### src/pkg/dsc_pkg.sv
package dsc_pkg;

  localparam int RES_W   = 18;
  localparam int RANGE_W = 3;
  localparam int ADDR_W  = 4;

  // Register byte offsets
  localparam logic [ADDR_W-1:0] OFF_CONFIG  = 4'h0;
  localparam logic [ADDR_W-1:0] OFF_STATUS  = 4'h4;
  localparam logic [ADDR_W-1:0] OFF_RESULT0 = 4'h8;
  localparam logic [ADDR_W-1:0] OFF_RESULT1 = 4'hc;

  // Config layout: {lane2, pwr[1:0], range1[2:0], range0[2:0]}
  localparam int CFG_W         = 9;
  localparam int CFG_LOW_W     = 8;
  localparam int CFG_LANE2_BIT = 8;
  localparam logic [CFG_W-1:0] CFG_RESET = 9'h03f;

  // Status layout
  localparam int STAT_BUSY_BIT    = 0;
  localparam int STAT_VALID_BIT   = 1;
  localparam int STAT_OVERRUN_BIT = 2;

  // Result word layout: {range[2:0], data[17:0]}
  localparam int RESULT_W = RES_W + RANGE_W;

  localparam logic [RANGE_W-1:0] RANGE_DISABLED = 3'h0;
  localparam logic [RANGE_W-1:0] RANGE_WIDEST   = 3'h7;
  localparam logic [RANGE_W-1:0] RANGE_BIP_6    = 3'h6;
  localparam logic [RANGE_W-1:0] RANGE_BIP_3    = 3'h3;
  localparam logic [RANGE_W-1:0] RANGE_BIP_2    = 3'h2;

  localparam logic [1:0] PWR_ACTIVE = 2'h0;
  localparam logic [1:0] PWR_NAP    = 2'h1;
  localparam logic [1:0] PWR_DOWN   = 2'h2;

  localparam logic [1:0] RESP_OKAY   = 2'h0;
  localparam logic [1:0] RESP_DECERR = 2'h3;

  // Cycles from search start to its done pulse
  localparam int SAR_LATENCY = RES_W + 1;

  typedef struct packed {
    logic               lane2;
    logic [1:0]         pwr;
    logic [RANGE_W-1:0] range1;
    logic [RANGE_W-1:0] range0;
  } dsc_cfg_s;

  typedef struct packed {
    logic [RANGE_W-1:0] range;
    logic [RES_W-1:0]   data;
  } dsc_result_s;

  typedef enum logic [2:0] {ST_TRACK, ST_HOLD, ST_CONV0, ST_CONV1, ST_FORMAT} dsc_state_e;

  function automatic logic dsc_is_bipolar(input logic [RANGE_W-1:0] code);
    return (code == RANGE_WIDEST) || (code == RANGE_BIP_6) || (code == RANGE_BIP_3) || (code == RANGE_BIP_2);
  endfunction

endpackage

### src/rtl/dsc_sar.sv
`timescale 1ns/1ps
module dsc_sar
  import dsc_pkg::*;
#(
  parameter int WIDTH = RES_W
) (
  input  wire logic             clk,
  input  wire logic             rst,
  input  wire logic             start,
  input  wire logic             cmp_above,
  output logic [WIDTH-1:0]      code,
  output logic                  done
);

  localparam logic [WIDTH-1:0] MSB_ONE = {1'b1, {(WIDTH-1){1'b0}}};

  logic [WIDTH-1:0] mask;
  wire  [WIDTH-1:0] next_code;

  // Keep the trial bit if the held sample is above it, then try the next lower weight
  assign next_code = (cmp_above ? code : (code & ~mask)) | (mask >> 1);

  always_ff @(posedge clk or posedge rst) begin
    if (rst) begin
      code <= '0;
      mask <= '0;
      done <= 1'b0;
    end else begin
      done <= 1'b0;
      if (start) begin
        code <= MSB_ONE;
        mask <= MSB_ONE;
      end else if (mask != '0) begin
        code <= next_code;
        mask <= mask >> 1;
        done <= mask[0];
      end
    end
  end

endmodule

### src/rtl/dsc_top.sv
// Behaviour
// - A rising convert_trigger edge puts both channels into hold together and starts conversion.
// - While converting, one held channel at a time drives the single shared 18-bit DAC.
// - Each channel is resolved by an 18-step binary search from half scale down to one 262144th.
// - Output codes are prepared only after both channels have finished their search.
// - Every channel result word carries 18 data bits, one of 2^18 codes, below its 3-bit range code.
// - Bipolar range codes give two's complement results, unipolar ones straight binary.
// - Each channel's range code is taken per conversion and applied independently.
// - Range code 7 is the widest bipolar span and gives two's complement.
// - A channel whose range code disables it is skipped, shortening the conversion.
// - Each held sample is cleared after its conversion, so tracking resumes before the next trigger.
// - The host may select one or two serial output lanes.
// - Nap and power-down states reduce consumption while idle.
// - The two 3-bit range codes form the low 6 bits of the 9-bit configuration word written by the host.
// - Range codes 7, 6, 3 and 2 are bipolar and give two's complement.
// - Range codes 5, 4 and 1 are unipolar and give straight binary.
//
// Decided for this implementation: the AXI4-Lite slave port and the placing of the registers.
`timescale 1ns/1ps
module dsc_top
  import dsc_pkg::*;
#(
  parameter int ADDR_WIDTH = ADDR_W
) (
  input  wire logic                  clk,
  input  wire logic                  rst,
  input  wire logic                  convert_trigger,
  input  wire logic                  cmp_above,
  input  wire logic [ADDR_WIDTH-1:0] s_axi_awaddr,
  input  wire logic                  s_axi_awvalid,
  output logic                       s_axi_awready,
  input  wire logic [31:0]           s_axi_wdata,
  input  wire logic [3:0]            s_axi_wstrb,
  input  wire logic                  s_axi_wvalid,
  output logic                       s_axi_wready,
  output logic [1:0]                 s_axi_bresp,
  output logic                       s_axi_bvalid,
  input  wire logic                  s_axi_bready,
  input  wire logic [ADDR_WIDTH-1:0] s_axi_araddr,
  input  wire logic                  s_axi_arvalid,
  output logic                       s_axi_arready,
  output logic [31:0]                s_axi_rdata,
  output logic [1:0]                 s_axi_rresp,
  output logic                       s_axi_rvalid,
  input  wire logic                  s_axi_rready,
  output logic                       track_hold,
  output logic                       dac_chan,
  output logic [RES_W-1:0]           charge_redistribution_dac_code,
  output logic [1:0]                 sample_clear,
  output dsc_result_s                result0,
  output dsc_result_s                result1,
  output logic                       results_valid,
  output logic                       lane2,
  output logic                       nap_active,
  output logic                       power_down
);

  dsc_state_e        state;
  dsc_state_e        next_state;
  dsc_cfg_s          cfg;
  dsc_cfg_s          conv_cfg;
  logic [2:0]        trig_sync;
  logic              trig_level;
  logic              overrun;
  logic [RES_W-1:0]  raw0;
  logic [RES_W-1:0]  raw1;
  logic              sar_done;
  logic [RES_W-1:0]  sar_code;

  // Register bus holding registers
  logic [ADDR_WIDTH-1:0] aw_addr;
  logic                  aw_held;
  logic [31:0]           w_data;
  logic [3:0]            w_strb;
  logic                  w_held;

  wire trig_rise;
  wire accept;
  wire ovr_set;
  wire ovr_clr;
  wire sar_start;
  wire busy;
  wire wr_fire;
  wire wr_cfg;
  wire wr_stat;
  wire wr_known;
  wire rd_known;
  wire [CFG_W-1:0] next_cfg;
  wire [31:0]      rd_word;

  // Trigger pin: a level counts once the second and third stages agree
  assign trig_rise = trig_sync[1] & trig_sync[2] & ~trig_level;
  assign busy      = (state != ST_TRACK);
  // Power-down refuses triggers; nap is left by the trigger itself
  assign accept    = trig_rise && !busy && (cfg.pwr != PWR_DOWN);
  assign ovr_set   = trig_rise && busy;

  always_ff @(posedge clk or posedge rst) begin
    if (rst) begin
      trig_sync  <= 3'h0;
      trig_level <= 1'b0;
    end else begin
      trig_sync <= {trig_sync[1:0], convert_trigger};
      if (trig_sync[1] == trig_sync[2]) begin
        trig_level <= trig_sync[2];
      end
    end
  end

  // Conversion sequencing
  always_comb begin
    next_state = state;
    case (state)
      ST_TRACK: begin
        if (accept) begin
          next_state = ST_HOLD;
        end
      end
      ST_HOLD: begin
        if (conv_cfg.range0 != RANGE_DISABLED) begin
          next_state = ST_CONV0;
        end else if (conv_cfg.range1 != RANGE_DISABLED) begin
          next_state = ST_CONV1;
        end else begin
          next_state = ST_FORMAT;
        end
      end
      ST_CONV0: begin
        if (sar_done) begin
          next_state = (conv_cfg.range1 != RANGE_DISABLED) ? ST_CONV1 : ST_FORMAT;
        end
      end
      ST_CONV1: begin
        if (sar_done) begin
          next_state = ST_FORMAT;
        end
      end
      ST_FORMAT: begin
        next_state = ST_TRACK;
      end
      default: begin
        next_state = ST_TRACK;
      end
    endcase
  end

  assign sar_start = (next_state != state) && ((next_state == ST_CONV0) || (next_state == ST_CONV1));

  always_ff @(posedge clk or posedge rst) begin
    if (rst) begin
      state <= ST_TRACK;
    end else begin
      state <= next_state;
    end
  end

  // Range codes are frozen at the trigger so a config write mid-conversion cannot mix formats
  always_ff @(posedge clk or posedge rst) begin
    if (rst) begin
      conv_cfg <= dsc_cfg_s'(CFG_RESET);
    end else if (accept) begin
      conv_cfg <= cfg;
    end
  end

  dsc_sar #(
    .WIDTH (RES_W)
  ) u_sar (
    .clk       (clk),
    .rst       (rst),
    .start     (sar_start),
    .cmp_above (cmp_above),
    .code      (sar_code),
    .done      (sar_done)
  );

  assign charge_redistribution_dac_code = sar_code;
  assign track_hold = busy;
  assign dac_chan   = (state == ST_CONV1);
  assign lane2      = cfg.lane2;
  assign nap_active = !busy && (cfg.pwr == PWR_NAP);
  assign power_down = !busy && (cfg.pwr == PWR_DOWN);

  always_ff @(posedge clk or posedge rst) begin
    if (rst) begin
      raw0         <= '0;
      raw1         <= '0;
      sample_clear <= 2'h0;
    end else begin
      sample_clear <= {sar_done && (state == ST_CONV1), sar_done && (state == ST_CONV0)};
      if (sar_done && (state == ST_CONV0)) begin
        raw0 <= sar_code;
      end
      if (sar_done && (state == ST_CONV1)) begin
        raw1 <= sar_code;
      end
    end
  end

  // Search yields offset binary; flipping the top bit gives two's complement
  function automatic logic [RES_W-1:0] fmt(input logic [RES_W-1:0] raw, input logic [RANGE_W-1:0] rng);
    if (rng == RANGE_DISABLED) begin
      return '0;
    end else if (dsc_is_bipolar(rng)) begin
      return {~raw[RES_W-1], raw[RES_W-2:0]};
    end else begin
      return raw;
    end
  endfunction

  always_ff @(posedge clk or posedge rst) begin
    if (rst) begin
      result0       <= '0;
      result1       <= '0;
      results_valid <= 1'b0;
    end else if (state == ST_FORMAT) begin
      result0       <= '{range: conv_cfg.range0, data: fmt(raw0, conv_cfg.range0)};
      result1       <= '{range: conv_cfg.range1, data: fmt(raw1, conv_cfg.range1)};
      results_valid <= 1'b1;
    end else if (accept) begin
      results_valid <= 1'b0;
    end
  end

  // Register bus: write address and data are caught in either order
  assign s_axi_awready = !aw_held && !s_axi_bvalid;
  assign s_axi_wready  = !w_held && !s_axi_bvalid;
  assign s_axi_arready = !s_axi_rvalid;
  assign wr_fire  = aw_held && w_held && !s_axi_bvalid;
  assign wr_cfg   = wr_fire && (aw_addr == OFF_CONFIG);
  assign wr_stat  = wr_fire && (aw_addr == OFF_STATUS);
  assign wr_known = (aw_addr == OFF_CONFIG) || (aw_addr == OFF_STATUS);
  assign rd_known = (s_axi_araddr == OFF_CONFIG) || (s_axi_araddr == OFF_STATUS) ||
                    (s_axi_araddr == OFF_RESULT0) || (s_axi_araddr == OFF_RESULT1);
  assign next_cfg = {(wr_cfg && w_strb[1]) ? w_data[CFG_LANE2_BIT] : cfg.lane2,
                     (wr_cfg && w_strb[0]) ? w_data[CFG_LOW_W-1:0] : cfg[CFG_LOW_W-1:0]};
  assign ovr_clr  = wr_stat && w_strb[0] && w_data[STAT_OVERRUN_BIT];
  assign rd_word  = (s_axi_araddr == OFF_CONFIG)  ? {{(32-CFG_W){1'b0}}, cfg} :
                    (s_axi_araddr == OFF_STATUS)  ? {29'h0, overrun, results_valid, busy} :
                    (s_axi_araddr == OFF_RESULT0) ? {{(32-RESULT_W){1'b0}}, result0} :
                    (s_axi_araddr == OFF_RESULT1) ? {{(32-RESULT_W){1'b0}}, result1} : 32'h0;

  always_ff @(posedge clk or posedge rst) begin
    if (rst) begin
      aw_held <= 1'b0;
      aw_addr <= '0;
      w_held  <= 1'b0;
      w_data  <= 32'h0;
      w_strb  <= 4'h0;
    end else begin
      if (s_axi_awvalid && s_axi_awready) begin
        aw_held <= 1'b1;
        aw_addr <= s_axi_awaddr;
      end else if (wr_fire) begin
        aw_held <= 1'b0;
      end
      if (s_axi_wvalid && s_axi_wready) begin
        w_held <= 1'b1;
        w_data <= s_axi_wdata;
        w_strb <= s_axi_wstrb;
      end else if (wr_fire) begin
        w_held <= 1'b0;
      end
    end
  end

  always_ff @(posedge clk or posedge rst) begin
    if (rst) begin
      s_axi_bvalid <= 1'b0;
      s_axi_bresp  <= RESP_OKAY;
      s_axi_rvalid <= 1'b0;
      s_axi_rresp  <= RESP_OKAY;
      s_axi_rdata  <= 32'h0;
    end else begin
      if (wr_fire) begin
        s_axi_bvalid <= 1'b1;
        s_axi_bresp  <= wr_known ? RESP_OKAY : RESP_DECERR;
      end else if (s_axi_bready) begin
        s_axi_bvalid <= 1'b0;
      end
      if (s_axi_arvalid && s_axi_arready) begin
        s_axi_rvalid <= 1'b1;
        s_axi_rdata  <= rd_word;
        s_axi_rresp  <= rd_known ? RESP_OKAY : RESP_DECERR;
      end else if (s_axi_rready) begin
        s_axi_rvalid <= 1'b0;
      end
    end
  end

  // Overrun: a trigger refused while busy in the clearing cycle still sets it
  always_ff @(posedge clk or posedge rst) begin
    if (rst) begin
      cfg     <= dsc_cfg_s'(CFG_RESET);
      overrun <= 1'b0;
    end else begin
      cfg     <= dsc_cfg_s'(next_cfg);
      overrun <= ovr_set | (overrun & ~ovr_clr);
    end
  end
endmodule

### config.mk
export PLATFORM = sky130hd
export DESIGN_NAME = dsc_top
export DESIGN_NICKNAME = d
export VERILOG_FILES = /design/src/pkg/dsc_pkg.sv /design/src/rtl/dsc_sar.sv /design/src/rtl/dsc_top.sv
export SDC_FILE = /design/constraint.sdc
export NUM_CORES = 1
export LEC_CHECK = 0
export ABC_AREA = 1
export BUFFER_PORTS_ARGS = -buffer_cell sky130_fd_sc_hd__buf_4
export CAP_MARGIN = 20
export CELL_PAD_IN_SITES_DETAIL_PLACEMENT = 2
export CELL_PAD_IN_SITES_GLOBAL_PLACEMENT = 2
export CORE_AREA = 2 2 149 151
export CTS_BUF_LIST = sky130_fd_sc_hd__clkbuf_8
export CTS_CLUSTER_DIAMETER = 120
export CTS_CLUSTER_SIZE = 24
export DETAILED_ROUTE_END_ITERATION = 16
export DIE_AREA = 0 0 151 153
export PLACE_DENSITY_LB_ADDON = 0.1
export SETUP_SLACK_MARGIN = 0.5
export SLEW_MARGIN = 25
export SYNTH_ARGS = -nofsm -noshare
export SYNTH_HDL_FRONTEND = slang
export SYNTH_SLANG_ARGS = --single-unit
### constraint.sdc
create_clock -name clk -period 7.57 [get_ports clk]
set_clock_uncertainty 0.05 [all_clocks]
set_input_delay 1.514 -clock clk [delete_from_list [all_inputs] [get_ports clk]]
set_output_delay 1.514 -clock clk [all_outputs]
set_load 0.02 [all_outputs]
Word level (Yosys, flattened, before mapping)
Cells that the tools add are included.
{"block": "op_classes", "n_eq_ne": 23, "n_mux": 32, "n_bitwise": 11, "reduce_logical": 52}
{"cell": "18-bit two-way mux", "count": 9}
{"cell": "21-bit two-way mux", "count": 4}
{"cell": "3-bit by 2-bit equality test with 1-bit output (second input constant)", "count": 8}
{"cell": "1-bit logical AND", "count": 21}
{"cell": "18-bit AND", "count": 1}
{"cell": "18-bit inverter", "count": 1}
{"cell": "18-bit by 17-bit OR with 18-bit output", "count": 1}
{"cell": "18-bit nonzero test", "count": 1}
{"cell": "3-bit equality test (second input constant)", "count": 5}
{"cell": "3-bit two-way mux", "count": 5}
{"cell": "3-bit case mux with 4 select lines", "count": 1}
{"cell": "2-bit nonzero test", "count": 6}
{"cell": "1-bit logical OR", "count": 11}
{"cell": "1-bit two-way mux", "count": 11}
{"cell": "3-bit zero test", "count": 3}
{"cell": "3-bit nonzero test", "count": 3}
{"cell": "4-bit by 3-bit equality test with 1-bit output (second input constant)", "count": 2}
{"cell": "4-bit equality test (second input constant)", "count": 2}
{"cell": "4-bit zero test", "count": 2}
{"cell": "1-bit zero test", "count": 5}
{"cell": "2-bit two-way mux", "count": 2}
{"cell": "1-bit inverter", "count": 4}
{"cell": "1-bit AND", "count": 3}
{"cell": "3-bit by 1-bit equality test with 1-bit output (second input constant)", "count": 1}
{"cell": "6 further kinds", "count": 6}
{"block": "word_totals", "register_bits": 196, "inputBits": 53, "wordCells": 149}

Depth between registers and ports, before layout
{"block": "depth", "word_depth": 10, "mapped_depth": 11, "depth_no_buf": 11}

Cells and area by module
Synthesis repeated with hierarchy kept, for this count alone.
{"block": "hier_totals", "cells_unflattened": 775, "hier_area_um2": 7499.7}
{"module": "dsc_top", "instances": 1, "cells_each": 636, "area_each_um2": 6063.3, "seq_area_each_um2": 3668.5}
{"module": "dsc_sar", "instances": 1, "cells_each": 139, "area_each_um2": 1436.4, "seq_area_each_um2": 925.9}

Worst setup path after synthesis
No wires, ideal clock.
{"block": "synth_timing", "kind": "register -> output", "from": "reg state[1]", "to": "out nap_active", "arrival_ps": 1202, "path_slack_ps": 4804, "path_stages_with_launch": 4, "path_buffers": 0, "path_cell_list": "dfrtp_1 nor2_2 nand2_4 nor3_1"}
{"block": "synth_between", "elab_chain_cells": 3}
{"item": "start, declared", "line_no": "dsc_top.sv:58", "text": "dsc_state_e state;"}
{"item": "start signal, assigned", "line_no": "dsc_top.sv:153", "text": "state <= next_state;"}
{"item": "3-bit nonzero test", "line_no": "dsc_top.sv:93", "text": "assign busy = (state != ST_TRACK);"}
{"item": "via track_hold", "line_no": "dsc_top.sv:46", "text": "output logic track_hold,"}
{"item": "1-bit zero test", "line_no": "dsc_top.sv:181", "text": "assign nap_active = !busy && (cfg.pwr == PWR_NAP);"}
{"item": "1-bit logical AND", "line_no": "dsc_top.sv:181"}
{"item": "end, declared", "line_no": "dsc_top.sv:54", "text": "output logic nap_active,"}
The timed path passes the listed nets, and every way through them passes these cells.

Worst setup path after layout
{"block": "layout_timing", "from": "reg state[1]", "to": "out nap_active"}
{"block": "layout_between", "elab_chain_cells": 3}
{"item": "3-bit nonzero test", "line_no": "dsc_top.sv:93"}
{"item": "1-bit zero test", "line_no": "dsc_top.sv:181"}
{"item": "1-bit logical AND", "line_no": "dsc_top.sv:181"}
No other way between the ends.

==> flow_metrics.env <==
export IMPL_drive_gt1_frac=0.255
export IMPL_p_leak_nw=4.26
export IMPL_synth_area_leaders="dfrtp_1 58%, nand2_1 7.9%, inv_1 5.8%, o21ai_0 4.3%, dfstp_2 4.2%"
export IMPL_remaining_drc_errors=0
export IMPL_max_stage_delay_ns=0.49
export IMPL_insertion_delay_ns=0.47
export IMPL_cts_buffer_depth=2
export IMPL_multi_input_area_mm2=0.00218
export IMPL_ys_seq_area_frac=0.619
export IMPL_cts_tree="built"
export IMPL_dp_hpwl_mm=15.3
export IMPL_initial_utilization=0.346
export IMPL_cp_slowest_cell="dfrtp_1"
export IMPL_critPathMaxFanout=7
export IMPL_syn_to_final_growth_pct=22.0
export IMPL_finalMaxSlewViolations=0
export IMPL_synth_distinct_cells=36
export IMPL_cts_root_buf="clkbuf_8"
export IMPL_drtAntennaViolNets=0
export IMPL_io_pins=162
export IMPL_cp_start_kind="register"
export IMPL_cts_setup_buffers=0
export IMPL_regArea_mm2=0.00459
export IMPL_rr_worst_depth=5
export IMPL_cp_arrival_ns=1.70
export IMPL_num_rows=54
export IMPL_grt_pass1_vias=6205
export IMPL_crit_required_ns=6.01
export IMPL_grt_util_all_layers=0.194
export IMPL_place_congestion=0.778
export IMPL_n_antenna_cell=0
export IMPL_worstHoldPathCells=0
export IMPL_vdd_ir_drop_max_mv=0.190
export IMPL_dr_pass1_iters=4
export IMPL_htreeDepth=4
export IMPL_finalSetupTns_ns=0
export IMPL_worstPathCellList="nor2_2 > nand2_4 > nor3_1 > buf_4"
export IMPL_setup_violations=0
export IMPL_viasPerCell=4.83
export IMPL_die_w_um=151
export IMPL_yosysTopAreaCell="dfrtp_1"
export IMPL_worst_r2r_endpoint="result0[2]"
export IMPL_yosys_warnings=0
export IMPL_wire_per_inst_um=18.4
export IMPL_netlist_area_mm2=0.00743
export IMPL_clkTransAtPathRegs_ns=0.10
export IMPL_powerDensity_mw_per_mm2=323
export IMPL_drt_total_wl_mm=21.3
export IMPL_cts_made_buffers=17
export IMPL_netlist_instances=748
export IMPL_cts_num_sinks=183
export IMPL_antenna_found_initial=0
export IMPL_crit_type="register to output pin"
export IMPL_r2r_start="state[1]"
export IMPL_min_delay_start="trig_sync[0]"
export IMPL_fill_cells=2348
export IMPL_grt_max_degree=83
export IMPL_r2r_setup_slack_ns=4.94
export IMPL_holdPathEnd="trig_sync[1]"
export IMPL_ctsHoldBuffers=0
export IMPL_die_h_um=153
export IMPL_fin_crit_ns=3.27
export IMPL_drt_iter0_markers=206
export IMPL_final_util=0.422
export IMPL_grt_ovfl_total=0
export IMPL_syn_avg_cell_area_um2=9.93
export IMPL_outcome="complete, no violations"
export IMPL_hold_viol=0
export IMPL_post_route_period_util=0.432
export IMPL_vias=5594
export IMPL_ys_ff_latch=183
export IMPL_critPathCaptureType="output pin"
export IMPL_core_area_mm2=0.0215
export IMPL_ctsResizeCount=0
export IMPL_min_path_type="register to register"
export IMPL_fmax_mhz=306
export IMPL_grt_pass1_wl_mm=34.8
export IMPL_rsz0062_at_grt="false"
export IMPL_synth_top_area_share=0.576
export IMPL_portBuffers=125
export IMPL_relSlewSlack=0.342
export IMPL_die_area_mm2=0.0231
export IMPL_tightest_slew_ns=0.978
export IMPL_nNetsFinal=919
export IMPL_max_cap_violations=0
## per-stage QoR
| step | instance area, µm² | setup slack [ns] | instances | hold WS, ns | power [mW] |
|---|---|---|---|---|---|
| after global routing | 9060 | 4.18 | 1158 | 0.342 | 3.10 |
| after global placement | 8530 | 4.17 | 1125 | 0.295 | 2.07 |
| after CTS | 9050 | 4.25 | 1158 | 0.333 | 2.97 |
| after detailed placement | 8560 | 4.08 | 1126 | 0.300 | 2.15 |
| final | 9060 | 4.30 | 1158 | 0.327 | 2.93 |
| after floorplan | 7460 | 1.05 | 758 | 0.281 | 1.84 |
## worst max-delay path, delay by kind of cell, from the launching register on
| kind | cells | cell delay (ns) |
|---|---|---|
| and+or+nand+nor | 3 | 0.55 |
| DFF | 1 | 0.49 |
| buffers and inverters | 1 | 0.19 |
## power breakdown
group	switching [mW]	leakage, nW	internal, mW
clock network	0.364	0.244	0.448
registers	0.160	2.42	1.17
logic	0.507	1.60	0.281
total	1.03	4.26	1.89
## how the worst max path moves through the flow
stage                     endpoint       startpoint  cells after the start  slack (ns)
finish                  nap_active         state[1]                      4        4.30
global route            nap_active         state[1]                      4        4.18
CTS                     nap_active         state[1]                      4        4.25
detailed placement  s_axi_rdata[5]  s_axi_araddr[1]                      6        4.08
global placement    s_axi_rdata[5]  s_axi_araddr[1]                      6        4.17
floorplan               aw_addr[0]              rst                      1        1.05
## layer usage
| metal | vias up | routed length, µm | GRT usage |
|---|---|---|---|
| met1 | 2862 | 9890 | 0.266 |
| met2 | 89 | 10600 | 0.319 |
| met3 | 23 | 499 | 0.0281 |
| met4 | 0 | 325 | 0.0601 |
| li1 | 2620 | - | - |
| met5 | - | 0 | 0 |
## synthesized netlist by cell type (all sizes together)
cell     number
a21oi        67
a22o          1
a31oi         2
a32o          3
buf          26
clkbuf       15
clkinv        2
conb          1
dfrtp       171
dfstp        12
ha            1
inv         115
mux2         15
nand2       161
nand3         7
nand4         1
nor2         27
nor3          2
nor4          1
o2111ai       2
o21ai        65
o22ai        49
xnor2         2
## layout by cell type (no fill, tap or decap), types with 2 or more instances in the layout
cell type / synthesis / layout
nand2_2: 4 / 5
inv_6: 0 / 5
o2111ai_1: 2 / 2
a21oi_2: 16 / 16
dfstp_2: 12 / 12
a32o_1: 3 / 3
nor2_1: 22 / 22
bufinv_16: 0 / 6
clkbuf_8: 0 / 19
clkinvlp_4: 0 / 2
inv_1: 114 / 113
dfrtp_1: 171 / 171
nand3_2: 2 / 2
buf_4: 14 / 128
inv_2: 1 / 2
o21ai_0: 64 / 64
nand3_1: 4 / 4
xnor2_1: 2 / 2
a21oi_1: 51 / 51
nor2_2: 4 / 4
conb_1: 1 / 11
o22ai_1: 49 / 49
mux2_2: 15 / 15
a31oi_1: 2 / 2
nand2_1: 156 / 155
## flip-flops by register name (all words and copies together) (netlist names), 2 cells and up
name          flops
conv_cfg          6
result0          21
u_sar.mask       18
cfg               8
trig_sync         3
w_strb            2
s_axi_rdata      21
u_sar.code       18
state             3
w_data            9
result1          21
raw1             18
aw_addr           4
raw0             18
sample_clear      2
## cells by family (layout without fill, tap and decap cells)
| family | Yosys count | count (layout) | synth area share |
|---|---|---|---|
| flip-flops | 183 | 183 | 0.619 |
| AO/OA/AOI/OAI | 189 | 189 | 0.149 |
| adder cells (fa/ha/maj) | 1 | 1 | 0.00168 |
| XOR/XNOR | 2 | 2 | 0.00236 |
| AND/OR/NAND/NOR | 199 | 199 | 0.112 |
| buffers and inverters | 158 | 278 | 0.0928 |
| multiplexers | 15 | 15 | 0.0227 |
| other | 1 | 11 | 0.000505 |
## layout make-up
class,count,area share
inverters,117,0.0490
well taps,280,0.0387
clock inverters,13,0.0260
clock buffers,19,0.0289
repair buffers,129,0.109
multi-input cells,417,0.241
flip-flops and latches,183,0.507
Power figures use the tool's default switching activity.
